**config.mk**
```make
export PLATFORM = sky130hd
export DESIGN_NAME = rqcc_top
export DESIGN_NICKNAME = d
export VERILOG_FILES = /design/src/common/rqcc_pkg.sv /design/src/hw/rqcc_fifo.sv /design/src/hw/rqcc_mem.sv /design/src/hw/rqcc_top.sv
export VERILOG_INCLUDE_DIRS = /design/src /design/src/common
export SDC_FILE = /design/constraint.sdc
export NUM_CORES = 1
export LEC_CHECK = 0
export ABC_AREA = 1
export BUFFER_PORTS_ARGS = -buffer_cell sky130_fd_sc_hd__buf_2
export CORE_MARGIN = 2
export CORE_UTILIZATION = 55
export DETAILED_ROUTE_END_ITERATION = 16
export PLACE_DENSITY = 0.71
export SLEW_MARGIN = 5
export SYNTH_ARGS = -nofsm -noshare
export SYNTH_HDL_FRONTEND = slang
export SYNTH_SLANG_ARGS = --single-unit
```
**constraint.sdc**
```tcl
create_clock -name mclk -period 6.3 [get_ports mclk]
set_clock_uncertainty 0.1 [all_clocks]
set_input_delay 0.63 -clock mclk [delete_from_list [all_inputs] [get_ports mclk]]
set_output_delay 0.63 -clock mclk [all_outputs]
set_load 0.03 [all_outputs]
```
**src/common/rqcc_regs.svh**
```systemverilog
// Offsets, field positions, reset values and timing counts of the receive queue command block
// Operation
// RULE1: Bit 12 reports that the pending receive interrupt came from the duration threshold.
// RULE2: Bit 11 reports that the pending receive interrupt came from the byte-count threshold.
// RULE3: Bit 10 reports that the pending receive interrupt came from the frame-count threshold.
// RULE4: The three threshold status bits change only when the host writes one to interrupt bit 13.
// RULE5: Bit 9 set inserts two pad bytes ahead of each received frame; it resets to zero.
// RULE6: Bit 7 set raises the receive interrupt when the duration threshold is exceeded.
// RULE7: Bit 6 set raises the receive interrupt when the byte-count threshold is exceeded.
// RULE8: Bit 5 set raises the receive interrupt when the frame-count threshold is exceeded.
// RULE9: Bit 4 set moves the read pointer to the next frame once the current one is fully read.
// RULE10: Writing one to bit 3 opens a window where data-phase strobes reach the frame queues.
// RULE11: While the window is open, every register except this one is blocked.
// RULE12: The host writes zero to bit 3 after its transfer before touching other registers.
// RULE13: Writing one to bit 0 releases the buffer of the current bad received frame.
// RULE14: Bit 0 clears by itself once that frame memory has been released.
// RULE15: The host polls bit 0 until zero before handling another received frame.
// RULE16: Bit 3 reads as zero and writes to reserved bits are ignored.
`ifndef RQCC_REGS_SVH
`define RQCC_REGS_SVH

`define RQCC_ADDR_RX_QUEUE_COMMAND 8'h82
`define RQCC_RX_QUEUE_COMMAND_RST  16'h0000

`define RQCC_BIT_DURATION_HIT   12
`define RQCC_BIT_BYTE_COUNT_HIT 11
`define RQCC_BIT_FRAME_HIT      10
`define RQCC_BIT_IP_ALIGN       9
`define RQCC_BIT_DURATION_EN    7
`define RQCC_BIT_BYTE_COUNT_EN  6
`define RQCC_BIT_FRAME_EN       5
`define RQCC_BIT_AUTO_DEQUEUE   4
`define RQCC_BIT_DMA_WINDOW     3
`define RQCC_BIT_RELEASE        0

`define RQCC_CLK_PERIOD_NS      25
`define RQCC_DUR_TICK_NS        1000
`define RQCC_DUR_TICK_CYC       ((`RQCC_DUR_TICK_NS + `RQCC_CLK_PERIOD_NS - 1) / `RQCC_CLK_PERIOD_NS)

`define RQCC_FIFO_DEPTH         32
`define RQCC_PIN_SYNC_RST       20'hE0000

`endif

```
**src/common/rqcc_pkg.sv**
```systemverilog
// Types shared by the receive queue command block
package rqcc_pkg;
`include "rqcc_regs.svh"

  typedef struct packed {
    logic [15:0] data;
    logic        first;
    logic        last;
  } rqcc_rx_word_t;

  typedef struct packed {
    logic        chip_select_n;
    logic        read_strobe_n;
    logic        write_strobe_n;
    logic        cmd;
    logic [15:0] data;
  } rqcc_pins_t;

  typedef enum logic {
    RQCC_REL_IDLE  = 1'b0,
    RQCC_REL_FLUSH = 1'b1
  } rqcc_rel_state_t;

  function automatic logic rqcc_is_cmd_reg(input logic [7:0] addr);
    rqcc_is_cmd_reg = (addr[7:1] == 7'(`RQCC_ADDR_RX_QUEUE_COMMAND >> 1));
  endfunction

endpackage

```
**src/hw/rqcc_fifo.sv**
```systemverilog
// Valid/ready FIFO built on the small memory
`timescale 1ns/1ps
module rqcc_fifo #(
  parameter int WIDTH = 18,
  parameter int DEPTH = 32
) (
  input  wire logic                     mclk,
  input  wire logic                     reset_n,
  input  wire logic                     in_valid,
  input  wire logic [WIDTH-1:0]         in_data,
  output logic                          in_ready,
  output logic                          out_valid,
  output logic      [WIDTH-1:0]         out_data,
  input  wire logic                     out_ready,
  output logic      [$clog2(DEPTH):0]   level
);
  localparam int AW = $clog2(DEPTH);

  logic [AW-1:0] wr_ptr_q;
  logic [AW-1:0] rd_ptr_q;
  logic [AW-1:0] rd_ptr_d;
  logic [AW:0]   count_q;
  logic          push;
  logic          pop;

  assign in_ready  = (count_q != (AW+1)'(DEPTH));
  assign out_valid = (count_q != '0);
  assign push      = in_valid & in_ready;
  assign pop       = out_valid & out_ready;
  assign rd_ptr_d  = pop ? AW'(rd_ptr_q + 1'b1) : rd_ptr_q;
  assign level     = count_q;

  always_ff @(posedge mclk or negedge reset_n)
  begin
    if (!reset_n)
    begin
      wr_ptr_q <= '0;
      rd_ptr_q <= '0;
      count_q  <= '0;
    end
    else
    begin
      wr_ptr_q <= push ? AW'(wr_ptr_q + 1'b1) : wr_ptr_q;
      rd_ptr_q <= rd_ptr_d;
      count_q  <= (AW+1)'(count_q + push - pop);
    end
  end

  rqcc_mem #(
    .WIDTH (WIDTH),
    .AW    (AW)
  ) u_mem (
    .mclk  (mclk),
    .we    (push),
    .waddr (wr_ptr_q),
    .wdata (in_data),
    .raddr (rd_ptr_d),
    .rdata (out_data)
  );
endmodule // rqcc_fifo

```
**src/hw/rqcc_mem.sv**
```systemverilog
// Small dual-port memory with registered, write-first read data
`timescale 1ns/1ps
module rqcc_mem #(
  parameter int WIDTH = 18,
  parameter int AW    = 5
) (
  input  wire logic             mclk,
  input  wire logic             we,
  input  wire logic [AW-1:0]    waddr,
  input  wire logic [WIDTH-1:0] wdata,
  input  wire logic [AW-1:0]    raddr,
  output logic      [WIDTH-1:0] rdata
);
  logic [WIDTH-1:0] mem_q [2**AW];

  always_ff @(posedge mclk)
  begin
    if (we)
    begin
      mem_q[waddr] <= wdata;
    end
  end

  // Bypass keeps a word pushed into an empty queue visible one cycle later
  always_ff @(posedge mclk)
  begin
    rdata <= (we && waddr == raddr) ? wdata : mem_q[raddr];
  end
endmodule // rqcc_mem

```
**src/hw/rqcc_top.sv**
```systemverilog
// Receive queue command register, host pin decoder, receive buffer and threshold logic
`timescale 1ns/1ps
`include "rqcc_regs.svh"
module rqcc_top
  import rqcc_pkg::*;
(
  input  wire logic                mclk,
  input  wire logic                reset_n,
  input  wire logic                chip_select_n,
  input  wire logic                read_strobe_n,
  input  wire logic                write_strobe_n,
  input  wire logic                cmd,
  input  wire logic [15:0]         data_in,
  output logic      [15:0]         data_out,
  output logic                     data_oe,
  input  wire logic                rx_in_valid,
  input  wire rqcc_rx_word_t       rx_in,
  output logic                     rx_in_ready,
  output logic                     tx_out_valid,
  output logic      [15:0]         tx_out_data,
  output logic                     dequeue_next,
  input  wire logic                isr_rx_ack,
  input  wire logic [15:0]         duration_threshold_value,
  input  wire logic [15:0]         byte_count_threshold_value,
  input  wire logic [15:0]         frame_count_threshold_value,
  output logic                     rx_irq_set,
  output logic                     ext_reg_wr,
  output logic                     ext_reg_rd,
  output logic      [7:0]          ext_reg_addr,
  output logic      [15:0]         ext_reg_wdata,
  input  wire logic [15:0]         ext_reg_rdata
);
  localparam int SW = $bits(rqcc_pins_t);
  localparam logic [SW-1:0] SYNC_RST = `RQCC_PIN_SYNC_RST;
  localparam logic [5:0] TICK_LAST = 6'(`RQCC_DUR_TICK_CYC - 1);

  // Pin synchroniser and strobe edges
  rqcc_pins_t       pin_raw;
  logic [SW-1:0]    s1_q;
  logic [SW-1:0]    s2_q;
  rqcc_pins_t       pin_s;
  logic             cs3_q;
  logic             rd3_q;
  logic             wr3_q;
  logic             wr_end;
  logic             rd_start;

  assign pin_raw = '{chip_select_n, read_strobe_n, write_strobe_n, cmd, data_in};

  genvar gi;
  generate
    for (gi = 0; gi < SW; gi++)
    begin : g_sync
      always_ff @(posedge mclk or negedge reset_n)
      begin
        if (!reset_n)
        begin
          s1_q[gi] <= SYNC_RST[gi];
          s2_q[gi] <= SYNC_RST[gi];
        end
        else
        begin
          s1_q[gi] <= pin_raw[gi];
          s2_q[gi] <= s1_q[gi];
        end
      end
    end
  endgenerate

  assign pin_s = rqcc_pins_t'(s2_q);

  always_ff @(posedge mclk or negedge reset_n)
  begin
    if (!reset_n)
    begin
      cs3_q <= 1'b1;
      rd3_q <= 1'b1;
      wr3_q <= 1'b1;
    end
    else
    begin
      cs3_q <= pin_s.chip_select_n;
      rd3_q <= pin_s.read_strobe_n;
      wr3_q <= pin_s.write_strobe_n;
    end
  end

  // Write is taken when the strobe rises, read when it falls
  assign wr_end   = pin_s.write_strobe_n & ~wr3_q & ~cs3_q;
  assign rd_start = ~pin_s.read_strobe_n & rd3_q & ~pin_s.chip_select_n;

  // Command register state
  logic             align_q;
  logic [2:0]       en_q;
  logic             auto_q;
  logic             dma_q;
  logic [2:0]       sts_q;
  rqcc_rel_state_t  rel_q;
  rqcc_rel_state_t  rel_d;
  logic [7:0]       addr_q;
  logic             pend_q;
  logic [15:0]      dout_q;
  logic [15:0]      tx_q;
  logic             tx_valid_q;

  // Access routing
  logic             to_reg;
  logic             reg_hit;
  logic             wr_addr;
  logic             wr_cmd_reg;
  logic             wr_ext;
  logic             wr_tx;
  logic             rd_cmd_reg;
  logic             rd_ext;
  logic             rd_queue;
  logic             data_phase_end;
  logic [15:0]      wdata;
  logic [15:0]      cmd_word;
  logic [15:0]      rd_word;

  assign wdata          = pin_s.data;
  assign to_reg         = pend_q | ~dma_q;
  assign reg_hit        = rqcc_is_cmd_reg(addr_q);
  assign wr_addr        = wr_end & pin_s.cmd;
  assign wr_cmd_reg     = wr_end & ~pin_s.cmd & to_reg & reg_hit;
  assign wr_ext         = wr_end & ~pin_s.cmd & to_reg & ~reg_hit & ~dma_q; // RULE11
  assign wr_tx          = wr_end & ~pin_s.cmd & ~to_reg;                    // RULE10
  assign rd_cmd_reg     = rd_start & ~pin_s.cmd & to_reg & reg_hit;
  assign rd_ext         = rd_start & ~pin_s.cmd & to_reg & ~reg_hit & ~dma_q; // RULE11
  assign rd_queue       = rd_start & ~pin_s.cmd & ~to_reg;                    // RULE10
  assign data_phase_end = (wr_end | rd_start) & ~pin_s.cmd;

  assign ext_reg_wr    = wr_ext;
  assign ext_reg_rd    = rd_ext;
  assign ext_reg_addr  = addr_q;
  assign ext_reg_wdata = wdata;

  // Receive buffer
  rqcc_rx_word_t    fifo_in;
  rqcc_rx_word_t    fifo_out;
  logic             fifo_in_valid;
  logic             fifo_in_ready;
  logic             fifo_out_valid;
  logic             fifo_out_ready;
  logic [5:0]       fifo_level;
  logic             pad_needed;
  logic             pad_done_q;
  logic             push;
  logic             pop;
  logic             host_pop;
  logic             flush_done;
  logic [5:0]       frames_q;

  assign pad_needed    = align_q & rx_in.first & ~pad_done_q; // RULE5
  assign fifo_in_valid = rx_in_valid;
  assign fifo_in       = pad_needed ? rqcc_rx_word_t'{16'h0000, 1'b1, 1'b0}
                       : rqcc_rx_word_t'{rx_in.data, rx_in.first & ~align_q, rx_in.last};
  assign rx_in_ready   = fifo_in_ready & ~pad_needed;
  assign push          = fifo_in_valid & fifo_in_ready;

  assign fifo_out_ready = rd_queue | (rel_q == RQCC_REL_FLUSH);
  assign pop            = fifo_out_ready & fifo_out_valid;
  assign host_pop       = rd_queue & fifo_out_valid;
  assign flush_done     = (rel_q == RQCC_REL_FLUSH) & fifo_out_valid & fifo_out.last;
  assign dequeue_next   = host_pop & fifo_out.last & auto_q; // RULE9

  rqcc_fifo #(
    .WIDTH ($bits(rqcc_rx_word_t)),
    .DEPTH (`RQCC_FIFO_DEPTH)
  ) u_fifo (
    .mclk      (mclk),
    .reset_n   (reset_n),
    .in_valid  (fifo_in_valid),
    .in_data   (fifo_in),
    .in_ready  (fifo_in_ready),
    .out_valid (fifo_out_valid),
    .out_data  (fifo_out),
    .out_ready (fifo_out_ready),
    .level     (fifo_level)
  );

  // Thresholds
  logic [5:0]       tick_q;
  logic [15:0]      dur_q;
  logic             dur_hit;
  logic             byte_hit;
  logic             frame_hit;
  logic [2:0]       hits;
  logic             any_hit;
  logic             any_hit_q;

  assign dur_hit   = (frames_q != 6'h00) & (dur_q > duration_threshold_value);
  assign byte_hit  = {9'h000, fifo_level, 1'b0} > byte_count_threshold_value;
  assign frame_hit = {10'h000, frames_q} > frame_count_threshold_value;
  assign hits      = {dur_hit & en_q[2], byte_hit & en_q[1], frame_hit & en_q[0]};
  assign any_hit   = |hits;      // RULE6 RULE7 RULE8
  assign rx_irq_set = any_hit & ~any_hit_q;

  always_ff @(posedge mclk or negedge reset_n)
  begin
    if (!reset_n)
    begin
      tick_q    <= 6'h00;
      dur_q     <= 16'h0000;
      frames_q  <= 6'h00;
      any_hit_q <= 1'b0;
    end
    else
    begin
      // Timer runs from the first queued frame until the queue holds no frame
      tick_q    <= (frames_q == 6'h00 || tick_q == TICK_LAST) ? 6'h00 : 6'(tick_q + 1'b1);
      if (frames_q == 6'h00)
        dur_q <= 16'h0000;
      else if (tick_q == TICK_LAST && dur_q != 16'hFFFF)
        dur_q <= 16'(dur_q + 1'b1);
      frames_q  <= 6'(frames_q + (push & fifo_in.last) - (pop & fifo_out.last));
      any_hit_q <= any_hit;
    end
  end

  // Release of a bad frame: drain through its last word, then drop bit 0
  always_comb
  begin
    case (rel_q)
      RQCC_REL_IDLE:
        rel_d = (wr_cmd_reg & wdata[`RQCC_BIT_RELEASE]) ? RQCC_REL_FLUSH : RQCC_REL_IDLE; // RULE13
      RQCC_REL_FLUSH:
        rel_d = (flush_done & ~(wr_cmd_reg & wdata[`RQCC_BIT_RELEASE]))
              ? RQCC_REL_IDLE : RQCC_REL_FLUSH;                                           // RULE14
      default:
        rel_d = RQCC_REL_IDLE;
    endcase
  end

  // Register image; write-only and reserved bits read as zero
  assign cmd_word = {3'b000, sts_q, align_q, 1'b0, en_q, auto_q,
                     1'b0, 2'b00, rel_q == RQCC_REL_FLUSH};                              // RULE16

  assign rd_word = rd_cmd_reg ? cmd_word
                 : rd_ext     ? ext_reg_rdata
                 : (rd_queue & fifo_out_valid) ? fifo_out.data
                 : 16'h0000;

  always_ff @(posedge mclk or negedge reset_n)
  begin
    if (!reset_n)
    begin
      rel_q <= RQCC_REL_IDLE;
    end
    else
    begin
      rel_q <= rel_d;
    end
  end

  always_ff @(posedge mclk or negedge reset_n)
  begin
    if (!reset_n)
    begin
      align_q <= 1'(`RQCC_RX_QUEUE_COMMAND_RST >> `RQCC_BIT_IP_ALIGN);
      en_q    <= 3'b000;
      auto_q  <= 1'b0;
      dma_q   <= 1'b0;
    end
    else if (wr_cmd_reg)
    begin
      align_q <= wdata[`RQCC_BIT_IP_ALIGN];                      // RULE5
      en_q    <= {wdata[`RQCC_BIT_DURATION_EN], wdata[`RQCC_BIT_BYTE_COUNT_EN],
                  wdata[`RQCC_BIT_FRAME_EN]};                    // RULE6 RULE7 RULE8
      auto_q  <= wdata[`RQCC_BIT_AUTO_DEQUEUE];                  // RULE9
      dma_q   <= wdata[`RQCC_BIT_DMA_WINDOW];                    // RULE10 RULE12
    end
  end

  // Status bits follow the enabled hits only on the receive interrupt acknowledge
  always_ff @(posedge mclk or negedge reset_n)
  begin
    if (!reset_n)
    begin
      sts_q <= 3'b000;
    end
    else if (isr_rx_ack)
    begin
      sts_q <= hits;                                             // RULE1 RULE2 RULE3 RULE4
    end
  end

  always_ff @(posedge mclk or negedge reset_n)
  begin
    if (!reset_n)
    begin
      pad_done_q <= 1'b0;
    end
    else if (push)
    begin
      pad_done_q <= pad_needed;                                  // RULE5
    end
  end

  // Address phase and one-shot register access inside the window
  always_ff @(posedge mclk or negedge reset_n)
  begin
    if (!reset_n)
    begin
      addr_q <= 8'h00;
      pend_q <= 1'b0;
    end
    else if (wr_addr)
    begin
      addr_q <= wdata[7:0];
      pend_q <= 1'b1;
    end
    else if (data_phase_end)
    begin
      pend_q <= 1'b0;
    end
  end

  always_ff @(posedge mclk or negedge reset_n)
  begin
    if (!reset_n)
    begin
      dout_q     <= 16'h0000;
      tx_q       <= 16'h0000;
      tx_valid_q <= 1'b0;
    end
    else
    begin
      if (rd_start)
        dout_q <= rd_word;
      if (wr_tx)
        tx_q <= wdata;
      tx_valid_q <= wr_tx;                                       // RULE10
    end
  end

  assign data_out     = dout_q;
  assign data_oe      = ~pin_s.chip_select_n & ~pin_s.read_strobe_n & ~rd_start;
  assign tx_out_valid = tx_valid_q;
  assign tx_out_data  = tx_q;
endmodule // rqcc_top

```
==> flow_summary.json, run 1 <==
{
  "status": "complete, no violations",
  "endpoint_kind": "output pin",
  "hold_depth": 1,
  "nNetsFinal": 3086,
  "grt_first_pass_wirelength_um": 118000,
  "grtUsageTotal_pct": 27.8,
  "pre_cts_slack_ps": 2420,
  "drv_cap": 0,
  "place_area_um2": 31100,
  "dp_hpwl_um": 45600,
  "powerDensity_nw_per_um2": 338,
  "post_cts_buffers": 0,
  "synth_top_flop_cell": "edfxtp_1",
  "ys_types": 47,
  "setup_slack_ps": 2470,
  "antenna_found_initial": 1,
  "worst_slew_pin_slew_ps": 1070,
  "cts_buffer_depth": 3,
  "crit_type": "reg2out",
  "antenna_left": 0,
  "drcViolationCount": 0,
  "synth_area_per_cell_um2": 10.8,
  "clock_sinks": 690,
  "drt-total-wl_um": 77200,
  "final_layout_size_suffix_gt1_share_pct": 13.6,
  "fin_crit_ps": 3830,
  "cts_buffers": 70,
  "grt_max_degree": 161,
  "hold_start": "data_in[15]",
  "slew_headroom_pct": 28.6,
  "clk_pin_slew_ps": 70,
  "gp_congestion": 0.864,
  "vias": 20800,
  "final_cell_area_um2": 33400,
  "r2r_cells": 16,
  "hold_path_class": "in2reg",
  "ctsRootBufferMaster": "clkbuf_16",
  "r2r_end": "frames_q[4]",
  "slowest_delay_ps": 710,
  "detail_route.wl_per_cell_um": 21.0,
  "async_flop_share_pct": 20.4,
  "synth.cell_area_um2": 29700,
  "die_h_um": 237,
  "syn_nets": 2921,
  "portBuffers": 168,
  "r2r_setup_slack_ps": 2520,
  "dieWidth_um": 237,
  "crit_required_ps": 5570,
  "cp_slowest_cell": "dfxtp_4",
  "seq_area_frac_synth_pct": 67.2,
  "rows": 85,
  "fin_crit_sh_pct": 60.7,
  "area_growth_pct": 12.3,
  "synth-seq-cells": 690,
  "tritoncts": "yes",
  "hold_end": "s1_q[15]",
  "setup_violations": 0,
  "drt-vias-per-instance": 5.66,
  "drt-initial-drc-count": 2422,
  "netlist_instances": 2761,
  "rsz0062_at_grt": "false",
  "start_util_pct": 55.5,
  "ys_warn_count": 0,
  "tns_ps": 0,
  "clock_latency_ps": 620,
  "core_area_um2": 53600,
  "grt_pass1_vias": 20700,
  "worst_ep_arrival_time_ps": 3100,
  "htree_levels": 3,
  "grt-ovfl-total": 0,
  "path_cells": "buf_4 -> nand3_1 -> nand2_1 -> nand2_1 -> nand3_1 -> nand3_1 -> nand2_1 -> inv_1 -> nor2_1 -> buf_2",
  "critPathMaxFanout": 53,
  "boundaryPins": 169,
  "synth_edf_count": 544,
  "cts_resized": 0,
  "die_area_um2": 56000,
  "hold_viol": 0,
  "leakage_nw": 13.8,
  "fmax_mhz": 261,
  "dr.pass1.iters": 6,
  "drv_slew": 0,
  "finalPower_mw": 11.3,
  "ir_drop_mv": 0.276,
  "crit_path_start_kind": "flip-flop",
  "fin_hold_ws_ps": 20.2
}
-- synth_stat cells, types with 2 or more instances --
cell type	number	area, um^2
nand2_1	704	2640
edfxtp_1	544	16300
nand3_1	342	1710
nor2_1	269	1010
inv_1	260	976
dfrtp_1	132	3300
o21ai_0	94	470
ha_1	52	651
o21ai_1	37	185
buf_4	36	270
buf_2	32	160
clkbuf_1	30	113
o211ai_1	29	218
a21oi_1	23	115
buf_6	22	248
nand4_1	20	125
xor2_1	19	166
buf_1	18	67.6
nor2_2	14	87.6
nor3_1	12	60.1
dfstp_2	9	236
o21ai_2	7	61.3
dfxtp_1	5	100
inv_2	5	18.8
or2_2	5	31.3
clkinv_1	4	15.0
nand2_2	4	25.0
xnor2_1	4	35.0
nor3b_1	3	22.5
o31ai_1	3	22.5
a21o_1	2	15.0
buf_8	2	30.0
fa_1	2	40.0
nand3b_1	2	15.0
nor3_4	2	32.5
o21a_1	2	15.0
-- logic make-up after synthesis --
family | share of synthesized area (%)
AO/OA/AOI/OAI | 3.76
XOR/XNOR | 0.677
adder cells (fa/ha/maj) | 2.32
buffers and inverters | 6.45
flip-flops | 67.2
AND/OR/NAND/NOR | 19.6
-- where the power goes --
part           switching [mW]  internal [mW]
Clock                    1.72           2.28
Sequential              0.167           5.28
Combinational            1.27          0.554
Total                    3.15           8.12
-- how the worst max path moves through the flow --
| stage | startpoint | to | cells past startpoint |
|---|---|---|---|
| 4_1_cts | flip-flop | dequeue_next | 10 |
| 3_5_place_dp | rx_in[1] | frames_q[4] | 13 |
| 3_3_place_gp | rx_in[1] | frames_q[4] | 13 |
| 2_1_floorplan | rx_in[1] | frames_q[4] | 11 |
| 6_report | flip-flop | dequeue_next | 10 |
| 5_1_grt | flip-flop | frames_q[4] | 16 |
-- layout make-up --
class | count | area (um^2)
inverter | 269 | 1020
tap | 696 | 871
fill | 4238 | 20200
timing repair buffer | 234 | 1380
antenna | 1 | 2.50
multi-input combinational | 1661 | 7960
clock buffer | 96 | 1980
clock inverter | 31 | 211
sequential | 690 | 20000
-- worst max-delay path: cells and delay by family, from the launching register on --
family | cells | cell delay [ps]
and+or+nand+nor | 7 | 760
buffers and inverters | 3 | 980
DFF | 1 | 710
-- placed cells by master, fill, tap and decap left out, types with 3 or more instances in the layout --
cell type and count:
nand2_1 704, edfxtp_1 544, nand3_1 342, inv_1 260, nor2_1 242, buf_2 167, dfrtp_1 132, o21ai_0 94
clkbuf_16 73, buf_4 56, ha_1 52, o21ai_1 37, nor2_2 34, o211ai_1 29, a21oi_1 23, nand4_1 20
xor2_1 19, clkinv_1 16, clkbuf_1 16, nor3_1 11, clkinv_2 10, dfstp_2 9, dlygate4sd3_1 9, nor2_4 8
o21ai_2 7, inv_6 6, clkbuf_8 6, or2_2 5, nand2_2 4, xnor2_1 4, inv_2 3, nor3b_1 3
o31ai_1 3
-- sequential cells by signal, indices dropped and copies added (netlist names), 3 cells and up, named ones only --
name	count
dur_q	16
tx_out_data	16
s1_q	20
pin_s	4
frames_q	6
u_fifo.level	6
en_q	3
u_fifo.wr_ptr_q	5
tick_q	6
ext_reg_wdata	16
ext_reg_addr	8
u_fifo.rd_ptr_q	5
sts_q	3
data_out	16
u_fifo.u_mem.mem_q	544
-- layer usage --
metal,track usage [%],up-vias,part of all wire [%]
li1,-,9544,-
met2,45.1,975,48
met5,0,-,0
met4,10.8,0,3.7
met1,37.7,10100,40
met3,4.78,181,8.5
-- metrics by stage --
step	instances	utilization, %
6_report	3678	62.3
2_1_floorplan	2761	-
3_3_place_gp	3541	58.1
3_5_place_dp	3541	58.1
4_1_cts	3676	62.3
5_1_grt	3678	62.3
-- repair_timing --
item / in CTS / in global routing
hold buffers: 8 / 1
setup endpoints to repair: 0 / 0
hold endpoints to repair: 71 / 1
(Power assumes the default switching activity.)
==> run 2, diff against run 1 <==
--- a/config.mk
+++ b/config.mk
@@ -11,7 +11,7 @@
 export CORE_MARGIN = 2
 export CORE_UTILIZATION = 55
 export DETAILED_ROUTE_END_ITERATION = 16
-export PLACE_DENSITY = 0.71
+export PLACE_DENSITY = 0.74
 export SLEW_MARGIN = 5
 export SYNTH_ARGS = -nofsm -noshare
 export SYNTH_HDL_FRONTEND = slang
==> constraint.sdc (replaced) <==
create_clock -name mclk -period 3.4 [get_ports mclk]
set_clock_uncertainty 0.1 [all_clocks]
set_input_delay 0.34 -clock mclk [delete_from_list [all_inputs] [get_ports mclk]]
set_output_delay 0.34 -clock mclk [all_outputs]
set_load 0.03 [all_outputs]
==> run 2 against run 1 <==
  * Worst hold slack improved by 37 ps
  * Design area grew 1.7%
  * Combinational power increased by 85%
  * Global-route usage shrank 1.2 points
  * Sequential power rose by 85%
  * Sequential share of layout area fell by 0.99 points
  * Critical endpoint is now frames_q[4]
  * Sequential cell count is the same
  * Non-clock buffer count grew 53
  * Via count grew 0.37%
==> flow_summary.json, run 2 (synthesis gave the netlist of run 1 again) <==
{
  "clockPowerShare_pct": 36.7,
  "drcViolationCount": 0,
  "endpoint_kind": "flip-flop",
  "cts_buffers": 71,
  "p_int_mw": 15.4,
  "pwr-share-seq_pct": 47.6,
  "drt-initial-drc-count": 2245,
  "fin_hold_ws_ps": 57.1,
  "fin_crit_sh_pct": 90.0,
  "finalPower_mw": 21.3,
  "die_area_um2": 56000,
  "drv_slew": 0,
  "use_met3_pct": 3.86,
  "start_util_pct": 55.5,
  "status": "complete, no violations",
  "drt-vias-per-instance": 5.59,
  "clock_latency_ps": 610,
  "cts_resized": 0,
  "grt_pass1_vias": 20700,
  "antenna_found_initial": 1,
  "post_cts_buffers": 0,
  "tritoncts": "yes",
  "dieWidth_um": 237,
  "ir_drop_mv": 0.450,
  "hold_depth": 6,
  "final_cell_mix": "704 x nand2_1, 544 x edfxtp_1, 342 x nand3_1",
  "hold_path_class": "in2reg",
  "final_cell_area_um2": 34000,
  "powerDensity_nw_per_um2": 627,
  "hold_buffers": 39,
  "grtUsageTotal_pct": 26.6,
  "grt-ovfl-total": 0,
  "clk_pin_slew_ps": 70,
  "grt_first_pass_wirelength_um": 115000,
  "crit_path_start_kind": "flip-flop",
  "die_h_um": 237,
  "critPathMaxFanout": 30,
  "dr.pass1.iters": 6,
  "setup_violations": 0,
  "ctsRootBufferMaster": "clkbuf_16",
  "antenna_left": 0,
  "rows": 85,
  "cts_buffer_depth": 3,
  "placed_cells_incl_taps": 3564,
  "detail_route.wl_per_cell_um": 19.9,
  "clock_sinks": 690,
  "area_growth_pct": 14.2,
  "p_comb_share_pct": 15.8,
  "swShare_pct": 27.5,
  "leakage_nw": 14.1,
  "reg.largest.list": "u_fifo.u_mem.mem_q (544), s1_q (20)",
  "crit_required_ps": 3790,
  "place_area_um2": 31200,
  "gp_congestion": 0.866,
  "fmax_mhz": 327,
  "use_met2_pct": 43.5,
  "drt-total-wl_um": 74300,
  "rsz0062_at_grt": "false",
  "grtUsageMet1_pct": 35.3,
  "tns_ps": 0,
  "fin_crit_ps": 3060,
  "grt_busiest_layer": "met2",
  "fillers": 4035,
  "hold_viol": 0,
  "worst_slew_pin_slew_ps": 1150,
  "p_switching_mw": 5.86,
  "crit_type": "reg2reg",
  "layout_commonest_cell": "nand2_1",
  "htree_levels": 3,
  "largest_register": "u_fifo.u_mem.mem_q",
  "dp_hpwl_um": 45100,
  "boundaryPins": 169,
  "r2r_cells": 17,
  "final_cells": 3734,
  "vias": 20900,
  "largest_reg_flops": 544,
  "grt_max_degree": 139,
  "slew_headroom_pct": 23.3,
  "fin_util_pct": 63.4,
  "final_layout_size_suffix_gt1_share_pct": 13.9,
  "drv_cap": 0,
  "worst_ep_arrival_time_ps": 3450,
  "portBuffers": 168,
  "pre_cts_slack_ps": 395,
  "nNetsFinal": 3140,
  "setup_slack_ps": 342,
  "core_area_um2": 53600
}
[run 2: changes by cell type in the layout (fill, tap and decap cells not counted), moves of 4 or more]
cell / before / now
clkinv_1: 16 / 21
nor2_1: 242 / 253
buf_4: 56 / 78
dlygate4sd3_1: 9 / 39
bufinv_16: 2 / 6
clkbuf_8: 6 / 2
nor2_4: 8 / 1
nor2_2: 34 / 30
clkbuf_1: 16 / 10
[run 2: metal layers]
layer | routed length [um] | share of wire, %
met5 | 0 | 0
met2 | 36200 | 49
met1 | 29200 | 39
met4 | 2970 | 4.0
met3 | 5820 | 7.8
[run 2: critical path: stages (launching register included)]
cell,delay (ps)
dfxtp_4,540
inv_6,160
nand2_1,110
nand3_1,70
nand2_1,80
nand2_1,50
nand3_1,70
nand3_1,70
nand2_1,170
inv_1,80
nor2_1,120
ha_1,250
inv_1,60
ha_1,150
inv_1,70
fa_1,440
o21a_1,210
xor2_1,140
[run 2: layout make-up]
type	instances	area, um^2	area share, %
well taps	696	871	2.56
repair buffers	287	1860	5.49
multi-input cells	1661	7900	23.2
inverters	269	1020	3.00
flip-flops and latches	690	20000	58.8
diodes	1	2.50	0.00737
clock inverters	42	363	1.07
clock buffers	88	1970	5.79
[run 2: path summary, 6_finish.rpt]
kind	start	to	slack [ps]
setup / recovery	flip-flop	frames_q[4]	340
hold / removal	frame_count_threshold_value[10]	sts_q[0]	60
setup reg to reg	flip-flop	frames_q[4]	340
hold reg to reg	s1_q[3]	ext_reg_wdata[3]	250
max in group asynchronous	reset_n	tx_out_data[11]	2100
min in group asynchronous	reset_n	dur_q[10]	300
[run 2: power by group through the flow]
stage,clock network [mW],logic [mW],registers (mW)
6_report,7.80,3.36,10.1
5_1_grt,8.23,3.74,10.2
4_1_cts,7.86,3.34,10.1
3_5_place_dp,0,3.28,10.3
3_3_place_gp,0,3.12,10.3
2_1_floorplan,0,2.34,10.3
